`config.mk`:
```
export PLATFORM = sky130hd
export DESIGN_NAME = lvdsrx_top
export DESIGN_NICKNAME = d
export VERILOG_FILES = /design/src/include/lvdsrx_pkg.sv /design/src/design/lvdsrx_top.sv
export SDC_FILE = /design/constraint.sdc
export NUM_CORES = 1
export LEC_CHECK = 0
export ABC_CLOCK_PERIOD_IN_PS = 3720
export BUFFER_PORTS_ARGS = -buffer_cell sky130_fd_sc_hd__buf_2
export CORE_MARGIN = 5
export CORE_UTILIZATION = 50
export CTS_BUF_LIST = sky130_fd_sc_hd__clkbuf_2
export DETAILED_ROUTE_END_ITERATION = 7
export GPL_ROUTABILITY_DRIVEN = 0
export GPL_TIMING_DRIVEN = 0
export PLACE_DENSITY = 0.75
export SLEW_MARGIN = 20
export SYNTH_ARGS = -nofsm -noshare
export SYNTH_HDL_FRONTEND = slang
export SYNTH_SLANG_ARGS = --single-unit
```
`constraint.sdc`:
```
create_clock -name clk_i -period 3.72 [get_ports clk_i]
set_clock_uncertainty 0.15 [all_clocks]
set_input_delay 0.93 -clock clk_i [delete_from_list [all_inputs] [get_ports clk_i]]
set_output_delay 0.93 -clock clk_i [all_outputs]
set_load 0.03 [all_outputs]
```
`src/include/lvdsrx_pkg.sv`:
```
`default_nettype none
package lvdsrx_pkg;
    localparam int          NUM_PHASES   = 8;
    localparam int          TRAIN_REPS   = 256;
    localparam int          FIFO_DEPTH   = 6;
    localparam int          FIFO_PRIME   = 3;
    localparam int          MAX_WORD     = 10;
    localparam int          MAX_ROLL     = 11;
    localparam int          CLK_MHZ      = 250;
    localparam int          PAR_SETTLE   = 2;

    localparam logic [3:0]  ADDR_CTRL    = 4'h0;
    localparam logic [3:0]  ADDR_CFG     = 4'h4;
    localparam logic [3:0]  ADDR_STATUS  = 4'h8;
    localparam logic [3:0]  ADDR_DATA    = 4'hC;

    localparam int          CTRL_FREEZE  = 0;
    localparam int          CTRL_PRST    = 1;
    localparam int          CTRL_FRST    = 2;
    localparam int          CTRL_SLIP    = 3;

    localparam int          CFG_MODE_LSB = 0;
    localparam int          CFG_EDGE     = 3;
    localparam int          CFG_FACT_LSB = 4;
    localparam int          CFG_ROLL_LSB = 8;

    localparam logic [3:0]  FACTOR_RST   = 4'hA;
    localparam logic [3:0]  ROLL_RST     = 4'hA;
    localparam logic [2:0]  PHASE_RST    = 3'h0;

    typedef enum logic [2:0] {
        LVDSRX_MODE_PICK   = 3'b000,
        LVDSRX_MODE_TRACK  = 3'b001,
        LVDSRX_MODE_STATIC = 3'b010,
        LVDSRX_MODE_DDR    = 3'b011,
        LVDSRX_MODE_SDR    = 3'b100
    } lvdsrx_mode_e;
endpackage : lvdsrx_pkg
`default_nettype wire

```
`src/design/lvdsrx_top.sv`:
```
// Overview of operation
// RULE_01 - Eight phase copies of the serial clock exist; picker selects one for sampling.
// RULE_02 - Phases are 45 degrees apart, so sampling error stays within 1/8 UI.
// RULE_03 - Chosen phase writes the FIFO; tracking mode clocks the deserializer directly.
// RULE_04 - Far end sends 256 repetitions of a pattern with a transition.
// RULE_05 - Freeze input holds the selected phase; release resumes adjustment.
// RULE_06 - Once locked, any phase step drops lock, including two same-direction steps.
// RULE_07 - Picker reset clears phase logic; link must retrain afterwards.
// RULE_08 - Crossing FIFO is one bit wide, six entries deep, into fast clock domain.
// RULE_09 - FIFO absorbs phase offset only, never frequency difference.
// RULE_10 - FIFO resets itself when the picker locks for the first time.
// RULE_11 - A FIFO reset request from core clears the FIFO.
// RULE_12 - Core should reset the FIFO on lock loss plus corrupt data.
// RULE_13 - Each slip rising edge inserts exactly one bit of latency.
// RULE_14 - Slip request stays high and low at least one parallel clock each.
// RULE_15 - Slip is edge sensitive; holding it high gives a single slip.
// RULE_16 - Realigned words appear two parallel cycles after the slip edge.
// RULE_17 - Rollover point is 1 to 11 bits; slip count wraps there.
// RULE_18 - Integrator sets rollover at or above the deserialization factor.
// RULE_19 - Wrap flag is high for exactly one parallel cycle at rollover; the code holds it for two if the rollover slip falls on a word's last bit.
// RULE_20 - Deserializer loads words of factor 4, 6, 7, 8 or 10 bits.
// RULE_21 - In bypass modes the picker and aligner are unused.
// RULE_22 - Bypass: double rate captures two bits per cycle; single rate passes one.
// RULE_23 - In picker mode the fast clock reads the FIFO and runs aligner and deserializer.
// RULE_24 - Tracking mode forwards a parallel clock divided by the factor.
// RULE_25 - Static mode samples on rising or falling edge by a static option.
// RULE_26 - Lock status asserts after training and deasserts on any lock loss.
`timescale 1ns/1ns
`default_nettype none
module lvdsrx_top (
    input  wire logic                         clk_i,
    input  wire logic                         rst_i,
    input  wire logic [7:0]                   ser_phase_i,
    input  wire logic                         wb_cyc_i,
    input  wire logic                         wb_stb_i,
    input  wire logic                         wb_we_i,
    input  wire logic [3:0]                   wb_adr_i,
    input  wire logic [3:0]                   wb_sel_i,
    input  wire logic [31:0]                  wb_dat_i,
    output logic      [31:0]                  wb_dat_o,
    output logic                              wb_ack_o,
    output logic [lvdsrx_pkg::MAX_WORD-1:0]   rx_word_o,
    output logic                              rx_word_stb_o,
    output logic                              par_clk_o,
    output logic                              lock_o,
    output logic                              wrap_o
);
    import lvdsrx_pkg::*;

    // Pin synchronisers; stage one feeds only stage two.
    logic [7:0]  meta_q;
    logic [7:0]  samp_q;
    logic        last_samp_q;

    // Register file.
    logic        freeze_q;
    logic        slip_req_q;
    logic        prst_q;
    logic        frst_q;
    logic [2:0]  mode_q;
    logic        edge_fall_q;
    logic [3:0]  factor_q;
    logic [3:0]  roll_q;
    logic [31:0] rdata_d;
    logic [31:0] wb_dat_q;
    logic        wb_ack_q;

    // Phase picker.
    logic [2:0]  phase_q;
    logic [8:0]  train_q;
    logic        lock_q;
    logic        first_done_q;

    // Crossing FIFO.
    logic        fifo_mem_q [FIFO_DEPTH];
    logic [2:0]  wr_ptr_q;
    logic [2:0]  rd_ptr_q;
    logic [2:0]  fifo_cnt_q;

    // Aligner and deserializer.
    logic [MAX_ROLL-1:0] dly_q;
    logic [3:0]  slip_cnt_q;
    logic        slip_prev_q;
    logic        wrap_pend_q;
    logic        wrap_q;
    logic [3:0]  bit_cnt_q;
    logic [MAX_WORD-1:0] sh_q;
    logic [MAX_WORD-1:0] word_q;
    logic        stb_q;
    logic        par_clk_q;

    assign wb_dat_o      = wb_dat_q;
    assign wb_ack_o      = wb_ack_q;
    assign rx_word_o     = word_q;
    assign rx_word_stb_o = stb_q;
    assign par_clk_o     = par_clk_q;
    assign lock_o        = lock_q;
    assign wrap_o        = wrap_q;

    always_ff @(posedge clk_i) begin
        if (rst_i) begin
            meta_q      <= 8'h00;
            samp_q      <= 8'h00;
            last_samp_q <= 1'b0;
        end else begin
            meta_q      <= ser_phase_i;
            samp_q      <= meta_q;
            last_samp_q <= samp_q[7];
        end
    end

    // Wishbone slave: one wait state, ack for one cycle, unmapped reads give zero.
    wire wb_req   = wb_cyc_i && wb_stb_i && !wb_ack_q;
    wire wb_wr    = wb_req && wb_we_i;
    wire wr_ctrl  = wb_wr && (wb_adr_i == ADDR_CTRL) && wb_sel_i[0];
    wire wr_cfg0  = wb_wr && (wb_adr_i == ADDR_CFG) && wb_sel_i[0];
    wire wr_cfg1  = wb_wr && (wb_adr_i == ADDR_CFG) && wb_sel_i[1];

    always_comb begin
        case (wb_adr_i)
            ADDR_CTRL:   rdata_d = {28'h000_0000, slip_req_q, 2'b00, freeze_q};
            ADDR_CFG:    rdata_d = {20'h0_0000, roll_q, factor_q, edge_fall_q, mode_q};
            ADDR_STATUS: rdata_d = {20'h0_0000, slip_cnt_q, wrap_pend_q, 3'b000, phase_q, lock_q};
            ADDR_DATA:   rdata_d = {22'h00_0000, word_q};
            default:     rdata_d = 32'h0000_0000;
        endcase
    end

    always_ff @(posedge clk_i) begin
        if (rst_i) begin
            wb_ack_q <= 1'b0;
            wb_dat_q <= 32'h0000_0000;
        end else begin
            wb_ack_q <= wb_req;
            wb_dat_q <= wb_req ? rdata_d : 32'h0000_0000;
        end
    end

    // Reset requests are self-clearing strobes so software never has to clear them.
    always_ff @(posedge clk_i) begin
        if (rst_i) begin
            freeze_q    <= 1'b0;
            slip_req_q  <= 1'b0;
            prst_q      <= 1'b0;
            frst_q      <= 1'b0;
            mode_q      <= LVDSRX_MODE_PICK;
            edge_fall_q <= 1'b0;
            factor_q    <= FACTOR_RST;
            roll_q      <= ROLL_RST;
        end else begin
            prst_q <= wr_ctrl && wb_dat_i[CTRL_PRST];  // [RULE_07]
            frst_q <= wr_ctrl && wb_dat_i[CTRL_FRST];  // [RULE_11]
            if (wr_ctrl) begin
                freeze_q   <= wb_dat_i[CTRL_FREEZE];
                slip_req_q <= wb_dat_i[CTRL_SLIP];
            end
            if (wr_cfg0) begin
                mode_q      <= wb_dat_i[CFG_MODE_LSB +: 3];
                edge_fall_q <= wb_dat_i[CFG_EDGE];      // [RULE_25]
                factor_q    <= wb_dat_i[CFG_FACT_LSB +: 4];
            end
            if (wr_cfg1) begin
                roll_q <= wb_dat_i[CFG_ROLL_LSB +: 4];   // [RULE_17]
            end
        end
    end

    // Phase picker. A transition between two neighbouring phase samples marks the data
    // edge; the ideal sample sits half a UI (four phases) past it.
    wire [7:0] trans = samp_q ^ {samp_q[6:0], last_samp_q};

    function automatic logic [2:0] lvdsrx_first(input logic [7:0] v);
        lvdsrx_first = 3'd0;
        for (int i = 7; i >= 0; i--) begin
            if (v[i]) begin
                lvdsrx_first = 3'(i);
            end
        end
    endfunction : lvdsrx_first

    wire       seen_edge = |trans;
    wire [2:0] target    = lvdsrx_first(trans) + 3'd4;       // [RULE_01] [RULE_02]
    wire [2:0] fwd_dist  = target - phase_q;
    wire       pick_on   = (mode_q == LVDSRX_MODE_PICK) || (mode_q == LVDSRX_MODE_TRACK);  // [RULE_21]
    wire       step      = pick_on && seen_edge && !freeze_q && (target != phase_q);       // [RULE_05]
    wire [2:0] phase_d   = (fwd_dist < 3'd4) ? phase_q + 3'd1 : phase_q - 3'd1;
    wire       lock_set  = !lock_q && pick_on && (train_q == 9'(TRAIN_REPS - 1)) && seen_edge && !step;
    wire       first_lock = lock_set && !first_done_q;

    always_ff @(posedge clk_i) begin
        if (rst_i || prst_q) begin                              // [RULE_07]
            phase_q      <= PHASE_RST;
            train_q      <= 9'h000;
            lock_q       <= 1'b0;
            first_done_q <= 1'b0;
        end else begin
            if (step) begin
                phase_q <= phase_d;                             // [RULE_02]
                train_q <= 9'h000;
                lock_q  <= 1'b0;                                // [RULE_06] [RULE_26]
            end else if (lock_set) begin
                lock_q  <= 1'b1;                                // [RULE_26]
            end else if (seen_edge && !lock_q && pick_on) begin
                train_q <= train_q + 9'h001;
            end
            if (first_lock) begin
                first_done_q <= 1'b1;
            end
        end
    end

    wire chosen_bit = samp_q[phase_q];                          // [RULE_01]
    wire static_bit = edge_fall_q ? samp_q[4] : samp_q[0];      // [RULE_25]

    // Crossing FIFO. Write and read run at one rate, so the fill stays at the prime level:
    // it only soaks up phase offset and would slip under a frequency difference.
    wire fifo_rst = rst_i || prst_q || frst_q || first_lock;    // [RULE_10] [RULE_11]
    wire fifo_rd  = fifo_cnt_q >= 3'(FIFO_PRIME);               // [RULE_09]
    wire fifo_out = fifo_mem_q[rd_ptr_q];                       // [RULE_23]

    function automatic logic [2:0] lvdsrx_inc(input logic [2:0] p);
        lvdsrx_inc = (p == 3'(FIFO_DEPTH - 1)) ? 3'd0 : p + 3'd1;
    endfunction : lvdsrx_inc

    always_ff @(posedge clk_i) begin
        if (fifo_rst) begin
            wr_ptr_q   <= 3'd0;
            rd_ptr_q   <= 3'd0;
            fifo_cnt_q <= 3'd0;
        end else begin
            fifo_mem_q[wr_ptr_q] <= chosen_bit;                 // [RULE_03] [RULE_08]
            wr_ptr_q <= lvdsrx_inc(wr_ptr_q);
            if (fifo_rd) begin
                rd_ptr_q <= lvdsrx_inc(rd_ptr_q);
            end else begin
                fifo_cnt_q <= fifo_cnt_q + 3'd1;
            end
        end
    end

    // Aligner. Each slip edge in picker or tracking mode moves the tap one bit deeper; the rollover slip returns it to the undelayed bit.
    wire ser_bit = (mode_q == LVDSRX_MODE_TRACK)  ? chosen_bit :     // [RULE_03]
                   (mode_q == LVDSRX_MODE_STATIC) ? static_bit : fifo_out;
    wire slip_rise = slip_req_q && !slip_prev_q && pick_on;          // [RULE_15]
    wire [3:0] slip_next = slip_cnt_q + 4'd1;
    wire slip_wrap = slip_next >= roll_q;                            // [RULE_17]
    wire aligned_bit = (slip_cnt_q == 4'd0) ? ser_bit : dly_q[slip_cnt_q - 4'd1];

    always_ff @(posedge clk_i) begin
        if (rst_i) begin
            dly_q       <= '0;
            slip_cnt_q  <= 4'd0;
            slip_prev_q <= 1'b0;
        end else begin
            dly_q       <= {dly_q[MAX_ROLL-2:0], ser_bit};
            slip_prev_q <= slip_req_q;
            if (slip_rise) begin
                slip_cnt_q <= slip_wrap ? 4'd0 : slip_next;          // [RULE_13]
            end
        end
    end

    // Deserializer, MSB first. The forwarded parallel clock is its own register and rises one cycle after the word strobe.
    wire ddr_mode = mode_q == LVDSRX_MODE_DDR;
    wire sdr_mode = mode_q == LVDSRX_MODE_SDR;
    wire last_bit = bit_cnt_q >= factor_q - 4'd1;
    wire [MAX_WORD-1:0] full_word = {sh_q[MAX_WORD-2:0], aligned_bit};
    wire [MAX_WORD-1:0] word_mask = 10'h3FF >> (4'd10 - factor_q);   // [RULE_20]

    always_ff @(posedge clk_i) begin
        if (rst_i) begin
            bit_cnt_q   <= 4'd0;
            sh_q        <= '0;
            word_q      <= '0;
            stb_q       <= 1'b0;
            par_clk_q   <= 1'b0;
            wrap_pend_q <= 1'b0;
            wrap_q      <= 1'b0;
        end else if (ddr_mode) begin
            word_q    <= {8'h00, samp_q[0], samp_q[4]};            // [RULE_22]
            stb_q     <= 1'b1;
            par_clk_q <= !par_clk_q;
            wrap_q    <= 1'b0;
        end else if (sdr_mode) begin
            word_q    <= {9'h000, samp_q[0]};                       // [RULE_22]
            stb_q     <= 1'b1;
            par_clk_q <= !par_clk_q;
            wrap_q    <= 1'b0;
        end else begin
            sh_q      <= full_word;                                 // [RULE_20]
            bit_cnt_q <= last_bit ? 4'd0 : bit_cnt_q + 4'd1;
            stb_q     <= last_bit;
            par_clk_q <= bit_cnt_q < (factor_q >> 1);                // [RULE_24]
            if (slip_rise && slip_wrap) begin
                wrap_pend_q <= 1'b1;
            end else if (last_bit) begin
                wrap_pend_q <= 1'b0;
            end
            if (last_bit) begin
                word_q <= full_word & word_mask;                    // [RULE_16] [RULE_23]
                wrap_q <= wrap_pend_q || (slip_rise && slip_wrap);  // [RULE_19]
            end
        end
    end

    property p_phase_adjacent;
        @(posedge clk_i) disable iff (rst_i) $changed(phase_q) && !$past(prst_q) |->
            (phase_q == $past(phase_q) + 3'd1) || (phase_q == $past(phase_q) - 3'd1);
    endproperty
    a_phase_adjacent: assert property (p_phase_adjacent) else $error("phase moved by more than one step"); // [RULE_02]
    property p_lock_trained;
        @(posedge clk_i) disable iff (rst_i) $rose(lock_q) |-> $past(train_q) == 9'(TRAIN_REPS - 1);
    endproperty
    a_lock_trained: assert property (p_lock_trained) else $error("lock rose before training ended"); // [RULE_26]
    property p_slip_wrap;
        @(posedge clk_i) disable iff (rst_i) slip_rise && slip_wrap |=> slip_cnt_q == 4'd0;
    endproperty
    a_slip_wrap: assert property (p_slip_wrap) else $error("slip count did not wrap"); // [RULE_17]
    // Bypass modes must leave the aligner untouched even when software toggles the slip bit.
    property p_bypass_idle;
        @(posedge clk_i) disable iff (rst_i) (ddr_mode || sdr_mode) |=> $stable(slip_cnt_q);
    endproperty
    a_bypass_idle: assert property (p_bypass_idle) else $error("aligner moved in bypass"); // [RULE_21]
    property p_ack_pulse;
        @(posedge clk_i) disable iff (rst_i) wb_ack_q |=> !wb_ack_q;
    endproperty
    a_ack_pulse: assert property (p_ack_pulse) else $error("bus acknowledge longer than one cycle");
    property p_freeze_hold;
        @(posedge clk_i) disable iff (rst_i) freeze_q && !prst_q |=> $stable(phase_q);
    endproperty
    a_freeze_hold: assert property (p_freeze_hold) else $error("phase moved while frozen"); // [RULE_05]
    property p_lock_drop;
        @(posedge clk_i) disable iff (rst_i) lock_q && step |=> !lock_q && train_q == 9'h000;
    endproperty
    a_lock_drop: assert property (p_lock_drop) else $error("lock held over a phase step"); // [RULE_06]
    property p_picker_reset;
        @(posedge clk_i) disable iff (rst_i) prst_q |=> !lock_q && phase_q == PHASE_RST && fifo_cnt_q == 3'd0;
    endproperty
    a_picker_reset: assert property (p_picker_reset) else $error("picker reset ignored"); // [RULE_07]
    property p_fifo_depth;
        @(posedge clk_i) disable iff (rst_i) fifo_cnt_q <= 3'(FIFO_PRIME) && wr_ptr_q < 3'(FIFO_DEPTH);
    endproperty
    a_fifo_depth: assert property (p_fifo_depth) else $error("fifo fill or pointer out of range"); // [RULE_08]
    property p_first_lock_flush;
        @(posedge clk_i) disable iff (rst_i) first_lock |=> fifo_cnt_q == 3'd0 ##1 fifo_cnt_q == 3'd1;
    endproperty
    a_first_lock_flush: assert property (p_first_lock_flush) else $error("fifo not flushed at first lock"); // [RULE_10]
    property p_fifo_reset;
        @(posedge clk_i) disable iff (rst_i) frst_q |=> fifo_cnt_q == 3'd0;
    endproperty
    a_fifo_reset: assert property (p_fifo_reset) else $error("fifo reset ignored"); // [RULE_11]
    property p_slip_once;
        @(posedge clk_i) disable iff (rst_i) slip_req_q && slip_prev_q |=> $stable(slip_cnt_q);
    endproperty
    a_slip_once: assert property (p_slip_once) else $error("held slip request slipped again"); // [RULE_15]
    property p_slip_step;
        @(posedge clk_i) disable iff (rst_i) slip_rise && !slip_wrap |=> slip_cnt_q == $past(slip_cnt_q) + 4'd1;
    endproperty
    a_slip_step: assert property (p_slip_step) else $error("slip did not add one bit"); // [RULE_13]
    property p_wrap_single;
        @(posedge clk_i) disable iff (rst_i) wrap_q && stb_q && !ddr_mode && !sdr_mode |-> $past(wrap_pend_q) || $past(slip_rise);
    endproperty
    a_wrap_single: assert property (p_wrap_single) else $error("wrap flag without rollover"); // [RULE_19]
    property p_ddr_capture;
        @(posedge clk_i) disable iff (rst_i) ddr_mode && $past(ddr_mode) |-> word_q[1:0] == {$past(samp_q[0]), $past(samp_q[4])};
    endproperty
    a_ddr_capture: assert property (p_ddr_capture) else $error("double rate capture wrong"); // [RULE_22]

    c_lock:  cover property (@(posedge clk_i) disable iff (rst_i) $rose(lock_q));
    c_wrap:  cover property (@(posedge clk_i) disable iff (rst_i) $rose(wrap_q));
    c_slip:  cover property (@(posedge clk_i) disable iff (rst_i) slip_rise ##[1:40] stb_q);
    c_frozen: cover property (@(posedge clk_i) disable iff (rst_i) freeze_q && pick_on && seen_edge && target != phase_q);
    c_ddr:   cover property (@(posedge clk_i) disable iff (rst_i) ddr_mode && stb_q);
endmodule : lvdsrx_top
`default_nettype wire

```
==> implementation parameters <==
Parameter                              Value

Layout
  Non-filler cells in the finished layout    864
  Area growth syn-to-layout    14.41%
  Design area    6486 um^2
  Top library cells by usage in the layout, fill and taps aside    115 x dfxtp_1, 70 x nor2_1, 56 x buf_2
  Share of cells above drive strength 1    17.96%
  Core occupancy in the finished layout    59.06%
  Filler instances    922
  Number of nets in the layout    a little under 800
  Most common cell after layout, fill and taps aside    dfxtp_1
  Number of antenna repair diodes    0

Job
  Max cap viols    0

Worst setup path
  Required time reported for the critical path endpoint    4180 ps
  Worst Path Class, Setup    flip-flop to flip-flop
  Nature of the critical path endpoint    flip-flop
  Largest stage delay on the critical path    450 ps
  Startpoint type of the worst setup path    flip-flop
  Critical-path cell list    inv_1 > a21oi_1 > o21bai_1 > a21oi_1 > nor3_1 > a31oi_1 > ha_1 > inv_1 > a21oi_1 > xnor2_1 > xor2_1 > fa_1 > xnor3_1 > or3_1 > a21oi_1
  Arrival time of the worst setup path    3770 ps
  Cell type with the highest occurrence count on the critical path    a21oi_1
  Slowest stage cell on the critical path    dfxtp_1
  Critical-path maximum fanout    6

Synth
  Number of different library cells in the post-synthesis netlist    66
  Average instance area after synthesis    9.188 um^2
  Synth Register Bits    121
  Post-synthesis sequential area ratio    43.79%
  Synthesis warning total    0
  Synthesized netlist cell count    between 600 and 700
  Count of flip-flops with a built-in enable after synthesis    6
  Area share of the largest cell type after synthesis    40.61%
  Combined area of all synthesized cells    ~5700 um^2
  Dominant cell type by area after synthesis    dfxtp_1
  Most area-consuming cells after synthesis    dfxtp_1 41%, ha_1 5.7%, nor2_1 4.6%
  Share of flip-flops with an asynchronous set or reset after synthesis    0%
  Top_reg_cell synth    dfxtp_1

Floorplan
  Die X-Extent    around 120 um
  I/O Pins    100
  Initial core utilization    51.62%
  Placeable core area    10980 um^2
  Die area    13570 um^2
  FP Rows    38
  Height of the die    between 100 and 150 um

Status
  Status    completed

Clock network
  TritonCTS Buffers    17
  Number of buffers on the longest clock path    2
  Root buffer selected by CTS    clkbuf_2
  CTS Hold Bufs    0
  Clock sink count    121
  Depth of the CTS H-tree    4
  TritonCTS clock tree    built
  Cells resized by post-CTS repair    0
  Clock insertion delay at the later pin of the skew report    680 ps
  Setup bufs post-CTS    0
  Clock slew at the register clock pins of the worst setup and hold paths    between 150 and 200 ps

Detailed routing
  Vias per cell    5.450
  Remaining antenna violation count    0
  Post-route DRC    0
  Routed len/inst    15.13 um
  Pre-Repair DR Iteration Count    6
  Via count    between 4000 and 5000
  Drt first-iter violations    about 370
  Post-Route WL    between 10 and 15 mm

Min path
  Hold/Removal Path Class    primary input to flip-flop

Timing
  Upper clock frequency limit    0.3028 GHz
  Hold violation count in the final report    0
  Setup-violating endpoint count in the final report    0
  Rel. slew slack    approximately 36%
  Period Utilization, post-route    88.77%
  Number of max-slew violations in the final report    0
  Tmin final    between 3000 and 4000 ps
  Worst slew pin tran    ~970 ps
  Sum of negative setup slack    0 ps
  Setup repair after global routing missed its margin    false

Global route
  Maximum number of pins on one net before global-route repair    17
  GRT overflow    0
  Number of global-route vias before repair    4624
  Global-route wire length before repair    21.38 mm
  Aggregate global-route resource usage    between 20 and 25%
  Number of antenna violations at the first check in global routing    0

Place
  Detailed placer's ending HPWL    9.551 mm
  Placed Instance Area    6202 um^2
  Post-placement cell count    832
  Port Buffers    56

Pwr
  Maximum ir drop on the vdd rail    0.2516 mV
  Post-layout total power    2.939 mW
  Leakage power total    2.760 nW
  Power per cell area    453.1 nW/um^2
per-stage QoR:
stage	setup slack (ps)	hold slack, ps
detailed placement	489.4	272.0
floorplan	748.0	263.8
CTS	426.1	251.8
global placement	607.4	271.1
finish	417.8	298.5
global route	146.5	242.9
power breakdown:
part / leakage (nW) / switching (mW) / internal (mW)
clock network: 0.155 / 0.522 / 0.443
logic: 1.61 / 0.276 / 0.233
registers: 0.991 / 0.0732 / 1.39
total: 2.76 / 0.871 / 2.07
kinds of logic (layout without fill, tap and decap cells):
kind of cell / after synthesis / after routing / share of synthesized area [%]
AO/OA/AOI/OAI: 104 / 104 / 12.58
XOR/XNOR: 22 / 22 / 3.642
adder cells (fa/ha/maj): 27 / 27 / 6.091
buffers and inverters: 75 / 163 / 6.555
flip-flops: 121 / 121 / 43.79
multiplexers: 30 / 30 / 5.826
other: 1 / 20 / 0.06615
AND/OR/NAND/NOR: 237 / 237 / 21.45
cell usage after synthesis (4+ instances only):
master / n
dfxtp_1: 115
nor2_1: 70
nand2_1: 51
a21oi_1: 38
inv_1: 28
nor2b_1: 27
ha_1: 26
mux2i_1: 24
clkbuf_1: 22
buf_4: 20
o21ai_0: 16
nand3_1: 15
nor3_1: 14
nand2b_1: 13
xor2_1: 12
xnor2_1: 9
a22oi_1: 8
and2_1: 6
edfxtp_1: 6
nor3b_1: 6
a222oi_1: 5
a32oi_1: 5
and3_1: 5
nand4_1: 5
mux2_2: 4
or3_1: 4
state kept, by name (all words and copies together) (netlist names), 3 cells and up, named ones only:
| register | cells |
|---|---|
| bit_cnt_q | 4 |
| dly_q | 11 |
| factor_q | 4 |
| fifo_cnt_q | 3 |
| fifo_mem_q | 6 |
| meta_q | 8 |
| mode_q | 3 |
| phase_q | 3 |
| rd_ptr_q | 3 |
| roll_q | 4 |
| rx_word_o | 10 |
| samp_q | 8 |
| sh_q | 9 |
| slip_cnt_q | 4 |
| train_q | 9 |
| wb_dat_o | 12 |
| wr_ptr_q | 3 |
layout make-up:
cell class	count	area [um^2]	share of cell area (%)
Tap cell	140	175.2	2.701
Multi-Input combinational cell	440	2893	44.60
Buffer	47	266.5	4.109
Sequential cell	121	2482	38.27
Timing Repair Buffer	56	280.3	4.321
Inverter	28	105.1	1.620
Clock buffer	17	85.08	1.312
Clock inverter	15	198.9	3.067
metal layers:
metal / vias up / global-route usage, % / part of all wire, %
li1: 2290 / - / -
met1: 2219 / 24.26 / 42
met2: 173 / 33.75 / 48
met3: 27 / 4.508 / 7.5
met4: 0 / 9.513 / 2.0
met5: - / 0 / 0
final timing paths:
path              depth (start not counted)      startpoint         end  slack, ps
setup reg to reg                         15       samp_q[6]  phase_q[2]        420
hold / removal                            2  ser_phase_i[6]   meta_q[6]        300
hold reg to reg                           2        dly_q[4]    dly_q[5]        300
setup / recovery                         15       samp_q[6]  phase_q[2]        420
critical path: cells and delay by family, from the launching register on:
family	cells	cell delay, ps
buffers and inverters	2	110
XOR/XNOR	3	680
AO/OA/AOI/OAI	6	940
AND/OR/NAND/NOR	2	380
flip-flops	1	450
adder cells (fa/ha/maj)	2	550
(Power assumes the default switching activity.)
